===== src/common/spfd_cfg.svh =====
// Constants for the slave parameter frame decoder
`ifndef SPFD_CFG_SVH
`define SPFD_CFG_SVH
`define SPFD_FRAME_LEN      3'h5
`define SPFD_IDX_OPTION     3'h0
`define SPFD_IDX_MASK       3'h1
`define SPFD_IDX_MASK2      3'h2
`define SPFD_IDX_SPARE_A    3'h3
`define SPFD_IDX_SPARE_B    3'h4
`define SPFD_BIT_WATCHDOG_TIMEBASE_SELECT    2
`define SPFD_BIT_GRP_QUAL   3
`define SPFD_OPT_RSVD_MASK  8'hf3
`define SPFD_OPT_RESET      8'h00
`define SPFD_MASK_RESET     8'h00
`define SPFD_CLK_HZ         20000000
`define SPFD_BASE_SLOW_US   10000
`define SPFD_BASE_FAST_US   1000
`define SPFD_SLOW_CYC  ((`SPFD_CLK_HZ / 1000000) * `SPFD_BASE_SLOW_US)
`define SPFD_FAST_CYC  ((`SPFD_CLK_HZ / 1000000) * `SPFD_BASE_FAST_US)
`endif


===== src/common/spfd_pkg.sv =====
// Types for the slave parameter frame decoder
package spfd_pkg;
  typedef enum logic [1:0] {
    SPFD_IDLE = 2'b00,
    SPFD_RECV = 2'b01,
    SPFD_DONE = 2'b10
  } spfd_state_t;
endpackage : spfd_pkg


===== src/hw/spfd_tick_gen.sv =====
// Watchdog time base tick generator
`timescale 1ns/10ps
`include "spfd_cfg.svh"
module spfd_tick_gen #(
  parameter int unsigned SLOW_CYC = `SPFD_SLOW_CYC,
  parameter int unsigned FAST_CYC = `SPFD_FAST_CYC
) (
  // Clock and reset
  input  wire logic i_clk,
  input  wire logic i_rst_b,
  // Control
  input  wire logic i_fast,
  // Tick
  output logic      o_tick
);
  logic [19:0] cnt_q;
  logic [19:0] cnt_d;
  logic        tick_d;
  logic        tick_q;
  logic [19:0] limit;

  always_comb begin
    limit  = i_fast ? 20'(FAST_CYC - 1) : 20'(SLOW_CYC - 1);
    tick_d = 1'b0;
    cnt_d  = cnt_q + 20'h00001;
    if (cnt_q >= limit) begin
      cnt_d  = 20'h00000;
      tick_d = 1'b1;
    end
  end

  always_ff @(posedge i_clk) begin
    if (!i_rst_b) begin
      cnt_q  <= 20'h00000;
      tick_q <= 1'b0;
    end else begin
      cnt_q  <= cnt_d;
      tick_q <= tick_d;
    end
  end

  assign o_tick = tick_q;
endmodule : spfd_tick_gen


===== src/hw/spfd_decoder.sv =====
// Parameter frame decoder: collects five bytes, applies them at frame end
`timescale 1ns/10ps
`include "spfd_cfg.svh"

// Operation
// - Byte 0 bit 2 picks the watchdog base, 0 = 10 ms (reset), 1 = 1 ms.
// - With byte 0 bit 3 clear the group diagnostic error is always shown.
// - With bit 3 set it is shown only when a channel error is present.
// - A one in mask byte 1 hides the same bit of the channel diagnostic.
// - Reset clears every channel diagnostic mask bit.
// - The frame is accepted only after a matching configuration.
module spfd_decoder
  import spfd_pkg::*;
#(
  parameter int unsigned SLOW_CYC = `SPFD_SLOW_CYC,
  parameter int unsigned FAST_CYC = `SPFD_FAST_CYC,
  parameter bit          IS_INPUT = 1'b0
) (
  // Clock and reset
  input  wire logic       i_clk,
  input  wire logic       i_rst_b,
  // Configuration check result
  input  wire logic       i_cfg_match,
  // Parameter byte stream
  input  wire logic       i_prm_start,
  input  wire logic       i_prm_valid,
  input  wire logic [7:0] i_prm_byte,
  // Channel diagnostics
  input  wire logic [7:0] i_chan_diag,
  // Results
  output logic            o_cfg_ok,
  output logic            o_prm_done,
  output logic            o_prm_error,
  output logic            o_watchdog_timebase_select,
  output logic            o_wd_tick,
  output logic [7:0]      o_channel_diag_mask,
  output logic [7:0]      o_chan_diag_rep,
  output logic            o_group_diag
);
  spfd_state_t st_q;
  spfd_state_t st_d;
  logic [2:0]  idx_q;
  logic [2:0]  idx_d;
  logic [7:0]  opt_sh_q;
  logic [7:0]  opt_sh_d;
  logic [7:0]  msk_sh_q;
  logic [7:0]  msk_sh_d;
  logic        err_sh_q;
  logic        err_sh_d;
  logic [7:0]  opt_q;
  logic [7:0]  opt_d;
  logic [7:0]  msk_q;
  logic [7:0]  msk_d;
  logic        cfg_q;
  logic        cfg_d;
  logic        done_q;
  logic        done_d;
  logic        perr_q;
  logic        perr_d;
  logic [7:0]  rep_q;
  logic [7:0]  rep_d;
  logic        grp_q;
  logic        grp_d;
  logic        byte_bad;

  ////////////////////////////////////////////////////////////////////////////
  always_comb begin
    byte_bad = 1'b0;
    case (idx_q)
      `SPFD_IDX_OPTION: begin
        byte_bad = |(i_prm_byte & `SPFD_OPT_RSVD_MASK);
        if (IS_INPUT && i_prm_byte[`SPFD_BIT_GRP_QUAL]) begin
          byte_bad = 1'b1;
        end
      end
      `SPFD_IDX_MASK: byte_bad = IS_INPUT && (|i_prm_byte);
      default: byte_bad = |i_prm_byte;
    endcase
  end

  always_comb begin
    st_d     = st_q;
    idx_d    = idx_q;
    opt_sh_d = opt_sh_q;
    msk_sh_d = msk_sh_q;
    err_sh_d = err_sh_q;
    opt_d    = opt_q;
    msk_d    = msk_q;
    perr_d   = perr_q;
    done_d   = 1'b0;
    cfg_d    = cfg_q | i_cfg_match;
    case (st_q)
      SPFD_IDLE, SPFD_DONE: begin
        if (i_prm_start && cfg_q) begin
          st_d     = SPFD_RECV;
          idx_d    = `SPFD_IDX_OPTION;
          err_sh_d = 1'b0;
        end
      end
      SPFD_RECV: begin
        if (i_prm_start) begin
          idx_d    = `SPFD_IDX_OPTION;
          err_sh_d = 1'b0;
        end else if (i_prm_valid) begin
          if (idx_q == `SPFD_IDX_OPTION) begin
            opt_sh_d = i_prm_byte;
          end
          if (idx_q == `SPFD_IDX_MASK) begin
            msk_sh_d = i_prm_byte;
          end
          err_sh_d = err_sh_q | byte_bad;
          idx_d    = idx_q + 3'h1;
          if (idx_q == `SPFD_FRAME_LEN - 3'h1) begin
            // Shadow is copied only once the frame is whole
            st_d   = SPFD_DONE;
            opt_d  = opt_sh_q;
            msk_d  = msk_sh_q;
            done_d = 1'b1;
            perr_d = err_sh_q | byte_bad;
          end
        end
      end
      default: st_d = SPFD_IDLE;
    endcase
  end

  // Group diagnostic qualification and channel masking
  always_comb begin
    rep_d = i_chan_diag & ~msk_q;
    if (opt_q[`SPFD_BIT_GRP_QUAL]) begin
      grp_d = |rep_d;
    end else begin
      grp_d = 1'b1;
    end
  end

  always_ff @(posedge i_clk) begin
    if (!i_rst_b) begin
      st_q     <= SPFD_IDLE;
      idx_q    <= `SPFD_IDX_OPTION;
      opt_sh_q <= `SPFD_OPT_RESET;
      msk_sh_q <= `SPFD_MASK_RESET;
      err_sh_q <= 1'b0;
      opt_q    <= `SPFD_OPT_RESET;
      msk_q    <= `SPFD_MASK_RESET;
      cfg_q    <= 1'b0;
      done_q   <= 1'b0;
      perr_q   <= 1'b0;
      rep_q    <= 8'h00;
      grp_q    <= 1'b0;
    end else begin
      st_q     <= st_d;
      idx_q    <= idx_d;
      opt_sh_q <= opt_sh_d;
      msk_sh_q <= msk_sh_d;
      err_sh_q <= err_sh_d;
      opt_q    <= opt_d;
      msk_q    <= msk_d;
      cfg_q    <= cfg_d;
      done_q   <= done_d;
      perr_q   <= perr_d;
      rep_q    <= rep_d;
      grp_q    <= grp_d;
    end
  end

  ////////////////////////////////////////////////////////////////////////////
  spfd_tick_gen #(
    .SLOW_CYC (SLOW_CYC),
    .FAST_CYC (FAST_CYC)
  ) u_tick (
    .i_clk   (i_clk),
    .i_rst_b (i_rst_b),
    .i_fast  (opt_q[`SPFD_BIT_WATCHDOG_TIMEBASE_SELECT]),
    .o_tick  (o_wd_tick)
  );

  assign o_cfg_ok                   = cfg_q;
  assign o_prm_done                 = done_q;
  assign o_prm_error                = perr_q;
  assign o_watchdog_timebase_select = opt_q[`SPFD_BIT_WATCHDOG_TIMEBASE_SELECT];
  assign o_channel_diag_mask        = msk_q;
  assign o_chan_diag_rep            = rep_q;
  assign o_group_diag               = grp_q;

  ////////////////////////////////////////////////////////////////////////////
  AST_MASK_APPLIED: assert property (@(posedge i_clk) disable iff (!i_rst_b)
    o_chan_diag_rep == ($past(i_chan_diag) & ~$past(msk_q)))
    else $error("masked channel diag wrong");
  // Group flag is still the reset zero on the first edge after release
  AST_GROUP_ALWAYS: assert property (@(posedge i_clk) disable iff (!i_rst_b)
    $past(i_rst_b) && !$past(opt_q[`SPFD_BIT_GRP_QUAL]) |-> o_group_diag)
    else $error("group diag not forced");
  AST_GROUP_QUAL: assert property (@(posedge i_clk) disable iff (!i_rst_b)
    $past(opt_q[`SPFD_BIT_GRP_QUAL]) |-> o_group_diag == |o_chan_diag_rep)
    else $error("qualified group diag wrong");
  AST_HOLD_UNTIL_DONE: assert property (@(posedge i_clk)
    disable iff (!i_rst_b)
    !done_d |=> $stable(msk_q) && $stable(opt_q))
    else $error("values changed mid frame");
  AST_DONE_APPLIES: assert property (@(posedge i_clk) disable iff (!i_rst_b)
    done_d |=> o_prm_done && o_channel_diag_mask == $past(msk_sh_q))
    else $error("frame end did not apply mask");
  AST_RESET_CLEAR: assert property (@(posedge i_clk)
    !i_rst_b |=> o_channel_diag_mask == 8'h00 && !o_watchdog_timebase_select)
    else $error("reset defaults wrong");
  AST_NEED_CFG: assert property (@(posedge i_clk) disable iff (!i_rst_b)
    (st_q == SPFD_IDLE && !cfg_q) |=> st_q == SPFD_IDLE)
    else $error("frame taken without config");
  AST_WD_SEL: assert property (@(posedge i_clk) disable iff (!i_rst_b)
    done_d |=> o_watchdog_timebase_select ==
      $past(opt_sh_q[`SPFD_BIT_WATCHDOG_TIMEBASE_SELECT]))
    else $error("time base select wrong");
  COV_FRAME: cover property (@(posedge i_clk) o_prm_done && !o_prm_error);
  COV_BAD: cover property (@(posedge i_clk) o_prm_done && o_prm_error);
  COV_FAST: cover property (@(posedge i_clk) o_watchdog_timebase_select);
endmodule : spfd_decoder


===== config.mk =====
export PLATFORM = sky130hd
export DESIGN_NAME = spfd_decoder
export DESIGN_NICKNAME = d
export VERILOG_FILES = /design/src/common/spfd_pkg.sv /design/src/hw/spfd_tick_gen.sv /design/src/hw/spfd_decoder.sv
export VERILOG_INCLUDE_DIRS = /design/src /design/src/common
export SDC_FILE = /design/constraint.sdc
export NUM_CORES = 1
export LEC_CHECK = 0
export BUFFER_PORTS_ARGS = -buffer_cell sky130_fd_sc_hd__buf_2
export CAP_MARGIN = 20
export CORE_UTILIZATION = 50
export DETAILED_ROUTE_END_ITERATION = 8
export PLACE_DENSITY = 0.75
export SYNTH_ARGS = -nofsm -noshare
export SYNTH_HDL_FRONTEND = slang
export SYNTH_SLANG_ARGS = --single-unit

===== constraint.sdc =====
create_clock -name i_clk -period 1.7 [get_ports i_clk]
set_input_delay 0.34 -clock i_clk [delete_from_list [all_inputs] [get_ports i_clk]]
set_output_delay 0.34 -clock i_clk [all_outputs]
set_load 0.01 [all_outputs]

; ---- Yosys cells after proc, flatten, opt, wreduce, memory -nomap -nowiden
; Index checks and enable logic that the tools add are counted.
[totals]
wordCells = 67
inputBits = 21
output_inout_bits = 22
regBits = 63
[classes]
bitwise_logic = 8
n_addsub = 2
n_eq_ne = 9
muxes = 18
n_lt_le_gt_ge = 1
reduce_logical = 15
[op_table]
columns = op, n
row1 = $add 20x1->20 const B, 1
row2 = $ge 20x20->1, 1
row3 = $mux 18, 1
row4 = $reduce_and 4->1, 4
row5 = $reduce_or 8->1, 2
row6 = $mux 3, 3
row7 = $and 8x8->8, 1
row8 = $mux 2, 4
row9 = $ne 2x2->1 const B, 4
row10 = $not 8->8, 1
row11 = $mux 1, 6
row12 = $pmux 3 s2, 1
row13 = $reduce_or 6->1, 1
row14 = $not 1->1, 4
row15 = $pmux 1 s2, 2
row16 = $pmux 2 s2, 1
row17 = $reduce_or 2->1, 2
row18 = $reduce_or 4->1, 1
row19 = $add 3x1->3 const B, 1
row20 = $eq 3x1->1 const B, 1
row21 = $eq 3x3->1 const B, 1
row22 = $logic_not 3->1, 1
row23 = $ne 3x3->1 const B, 1
row24 = $reduce_and 3->1, 1
row25 = 6 further kinds, 7

; ---- Logic depth before layout (Yosys ltp)
[depth]
ltp_word = 6
depth_mapped = 7
ltp_nobuf = 6

; ---- Modules after synthesis
; A second synthesis with hierarchy kept.
[unflattened]
hier_cells = 268
hier_area_um2 = 2663.8
[modules_own_cells]
columns = module, area_each_um2, seq_area_each_um2, cells_each, n_inst
row1 = spfd_decoder, 1565.3, 760.7, 153, 1
row2 = spfd_tick_gen, 1098.6, 420.4, 115, 1

; ---- Worst setup path after synthesis
; Ideal clock, no wire load.
[synth_path]
path_kind = register to register
start = register opt_q[2]
end = register u_tick.cnt_q[10]
setup_ps = 130
setup_slack_ps = -201
arrival_ps = 1771
path_stages_with_launch = 8
required_time_ps = 1570
synth_period_minus_slack_ps = 1901
cell_sequence = dfxtp_1 inv_1 ha_1 o311a_2 a41oi_4 a211oi_4 buf_6 nor3_1
[synth_via]
elab_chain_len = 3
[synth_lines]
columns = item, line_no
row1 = "start, declared", spfd_decoder.sv:50  ; logic [7:0] opt_q;
row2 = "start signal, assigned", spfd_decoder.sv:144  ; opt_q <= `SPFD_OPT_RESET;
row3 = "start signal, assigned", spfd_decoder.sv:157  ; opt_q <= opt_d;
row4 = $mux 18, spfd_tick_gen.sv:23  ; limit = i_fast ? 20'(FAST_CYC - 1) : 20'(SLOW_CYC - 1);
row5 = $ge 20x20->1, spfd_tick_gen.sv:26  ; if (cnt_q >= limit) begin
row6 = $reduce_or 2->1 (no line), n/a
row7 = "end signal, assigned", spfd_tick_gen.sv:37  ; cnt_q <= cnt_d;
row8 = "end, declared", spfd_tick_gen.sv:16  ; logic [19:0] cnt_q;
; No other way between the ends.
; A chain may end at the register's enable or synchronous reset.

; ---- Final worst setup path
[layout_path]
start = register opt_q[2]
end = register u_tick.cnt_q[8]
; Same word-level chain as after synthesis.

==> results.md <==
* Yosys cell types at 48
* Clock buffer count from CTS at 9
* Post-synth EDFFs at 0
* Share of flip-flops with an asynchronous set or reset at 0%
* Layout Nets at about 360
* Multiplexer area fraction after synthesis at roughly 5.7%
* Ratio of cells with drive above 1 in the final layout at about 28%
* Pins Over Slew Limit at 0
* Main combinational cell family by area after synthesis: simple AND/OR/NAND/NOR gates
* Met2 GRT Util at 35.2%
* Crit Path Class: reg -> reg
* Commonest non-fill, non-tap cell in the layout: dfxtp_1
* Setup ws final at 0.0329 ns
* Port Buffers at 42
* GR Layer Usage met1 at 24.3%
* Arr. time, crit path at approximately 1.9 ns
* P per Cell Area at just over 900 mW/mm^2
* Fmax at approximately 600 MHz
* Cell Area, Synth at between 0.002 and 0.003 mm^2
* Clock-pin slew on the worst setup and hold paths at ~0.07 ns
* Area grow syn2layout at 24.8%
* Most used routing layer in global routing: met2
* ANT cells at 0
* CTS tree: built
* Initial Util at between 50% and 60%
* Flops & latches, synth at 59
* Post-synthesis xor/xnor area fraction at under 10%
* CTS max path bufs at 2
* DRC violations left at 0
* Register area share after synthesis at between 40% and 50%
* Power, Total at approximately 0.003 W
* Via count at just over 2000
* Final wirelength at about 5000 um
* Final std cells w/o fill at ~400
* RSZ-0062 raised after global routing: yes
* Multi-input logic area at 0.00139 mm^2
* Final Hold Fails at 0
* Worst Setup Start Kind: flip-flop
* Status: complete, no violations
* Die Wd at about 74 um
* Max cap viols at 0
* Synth warn at 0
* Worst-path maximum fanout at 9
* Post-layout min period at approximately 1.7 ns
* Crit end category: flip-flop
* Global-route met3 utilization at between 8 and 9%
* Most frequent cells in the layout: 57 x dfxtp_1, 42 x buf_2, 19 x o21ai_0
* Simple-gate portion of the synthesized area at 23.1%
* Clock root cell: clkbuf_8
* Drt via density at between 5 and 6
* Overflow after GRT at 0
* Filler cells at between 400 and 500
* Die area at about 0.0055 mm^2
* GRT Total Usage at 20.9%
* Setup violators final at 0
* Clock latency on the worst-skew pair at ~0.34 ns
* I/O Pins at 43
* DIE HEIGHT at about 74 um
* Avg Cell Area, Syn at between 9 and 10 um^2
* FF/Latch Area at between 0.001 and 0.0015 mm^2
* RD Place Congestion at around 0.83
* Core ar. at 0.00488 mm^2
* Initial antenna violation count at 0
* Cells after synthesis at roughly 270
* Compound-gate portion of the synthesized area at a little over an eighth
* Initial DRC count at approximately 110
* Row cnt at 25
* Clock Sink Count at a little under 60
* Detail Route Antenna Nets at 0
* H-tree lvl count at 3
* Placed cells at 381
* Fin Clk Skew at 0.00698 ns
* First-pass GRT wire length at 8560 um
* WL/cell at 12.8 um
* Worst slack, placed at 0.0301 ns
* Hold WC Path Type: in -> reg
* Peak VDD IR at 0.619 mV
* Largest net degree at the start of global routing at 23
* Critical path required time at between 1.5 and 2 ns
* Vias in the first global route at slightly below 2000
* Post-Synth Adder-Cell Area at 4.78%
* 1st-pass router iterations at 4
* Period utilization at a little over nine tenths
* Leak Pwr at approximately 1.3 nW
* Mapped Nets at 300
* Post-DP HPWL at between 3000 and 4000 um
* Main synth FF type: dfxtp_1
[power by group]
part / leakage, nW / total [W] / internal [W] / switching, W
combinational: 0.739 / 0.000141 / 0.0000682 / 0.0000723
sequential: 0.480 / 0.00141 / 0.00140 / 0.0000109
clock: 0.115 / 0.00141 / 0.000835 / 0.000576
total: 1.33 / 0.00296 / 0.00231 / 0.000659
[layer usage]
layer  up-vias  wire [um]
met5         -          0
met4         0         35
met3         4        185
met2        25       2500
met1       940       2370
li1       1073          -
[cell usage after synthesis, types with 4 or more instances]
cell	instances	area share, %
or3_1	6	1.4
dfxtp_1	59	45
nand4_1	5	1.2
nor3_1	16	3.1
nor2b_1	18	4.3
ha_1	10	4.8
nand2_1	12	1.7
and2_1	4	0.95
clkbuf_1	6	0.86
mux2i_1	15	5.7
a211oi_1	5	1.4
nor4_1	4	0.95
a21boi_0	9	2.6
nand3_1	6	1.1
and3_1	6	1.4
o21ai_0	19	3.6
inv_1	13	1.9
nor2_1	5	0.72
xor2_1	8	2.7
nor3b_1	4	1.1
[cell type report]
| cell class | instances | area share (%) |
|---|---|---|
| Sequential cell | 59 | 36.3 |
| Multi-Input combinational cell | 187 | 42.6 |
| Clock buffer | 9 | 3.79 |
| Timing Repair Buffer | 56 | 10.3 |
| Clock inverter | 7 | 2.99 |
| Tap cell | 67 | 2.56 |
| Inverter | 13 | 1.49 |
[path summary, 6_finish.rpt]
| kind | slack, ns | startpoint | cells past startpoint | endpoint |
|---|---|---|---|---|
| worst max-delay path | 0.03 | opt_q[2]$_SDFFE_PN0P_ | 6 | u_tick.cnt_q[8]$_SDFF_PP0_ |
| worst min-delay path | 0.21 | i_cfg_match | 2 | o_cfg_ok$_SDFF_PN0_ |
| worst min register to register | 0.46 | opt_sh_q[2]$_SDFFE_PN0P_ | 2 | opt_q[2]$_SDFFE_PN0P_ |
| worst max register to register | 0.03 | opt_q[2]$_SDFFE_PN0P_ | 6 | u_tick.cnt_q[8]$_SDFF_PP0_ |
[flip-flops by register name, indices dropped and copies added, names as in the netlist, 2 cells and up]
register and count:
msk_sh_q 8, o_chan_diag_rep 8, o_channel_diag_mask 8, idx_q 3
opt_q 2, u_tick.cnt_q 20, opt_sh_q 2, st_q 2
[stage by stage]
step	hold WS [ns]	setup TNS, ns	instance area, um^2	utilization [%]
finish	0.209	0	3270	67.0
detailed placement	0.444	0	2990	61.3
CTS	0.189	0	3210	65.8
global placement	0.432	0	2990	61.3
global route	0.196	-0.254	3270	67.0
floorplan	0.422	0	2640	-
[logic make-up after synthesis]
kind of cell    after synthesis
other cells                   1
compound gates               49
simple gates                101
mux                          15
fa+ha+maj                    10
flops                        59
buf+inv                      23
xor+xnor                     11
[worst max-delay path, cell delays in order (launching register included)]
cell      delay [ns]
dfxtp_4         0.37
ha_1            0.19
o311a_2         0.35
a41oi_4         0.20
a211oi_4        0.09
buf_4           0.18
nor3_1          0.21
[what timing repair did]
item	4_1_cts	5_1_grt
buffers inserted	0	1
endpoints found under the setup margin	0	20
resized for setup	0	11
endpoints found under the hold margin	0	0
hold buffers	0	0
(Power assumes the default switching activity.)
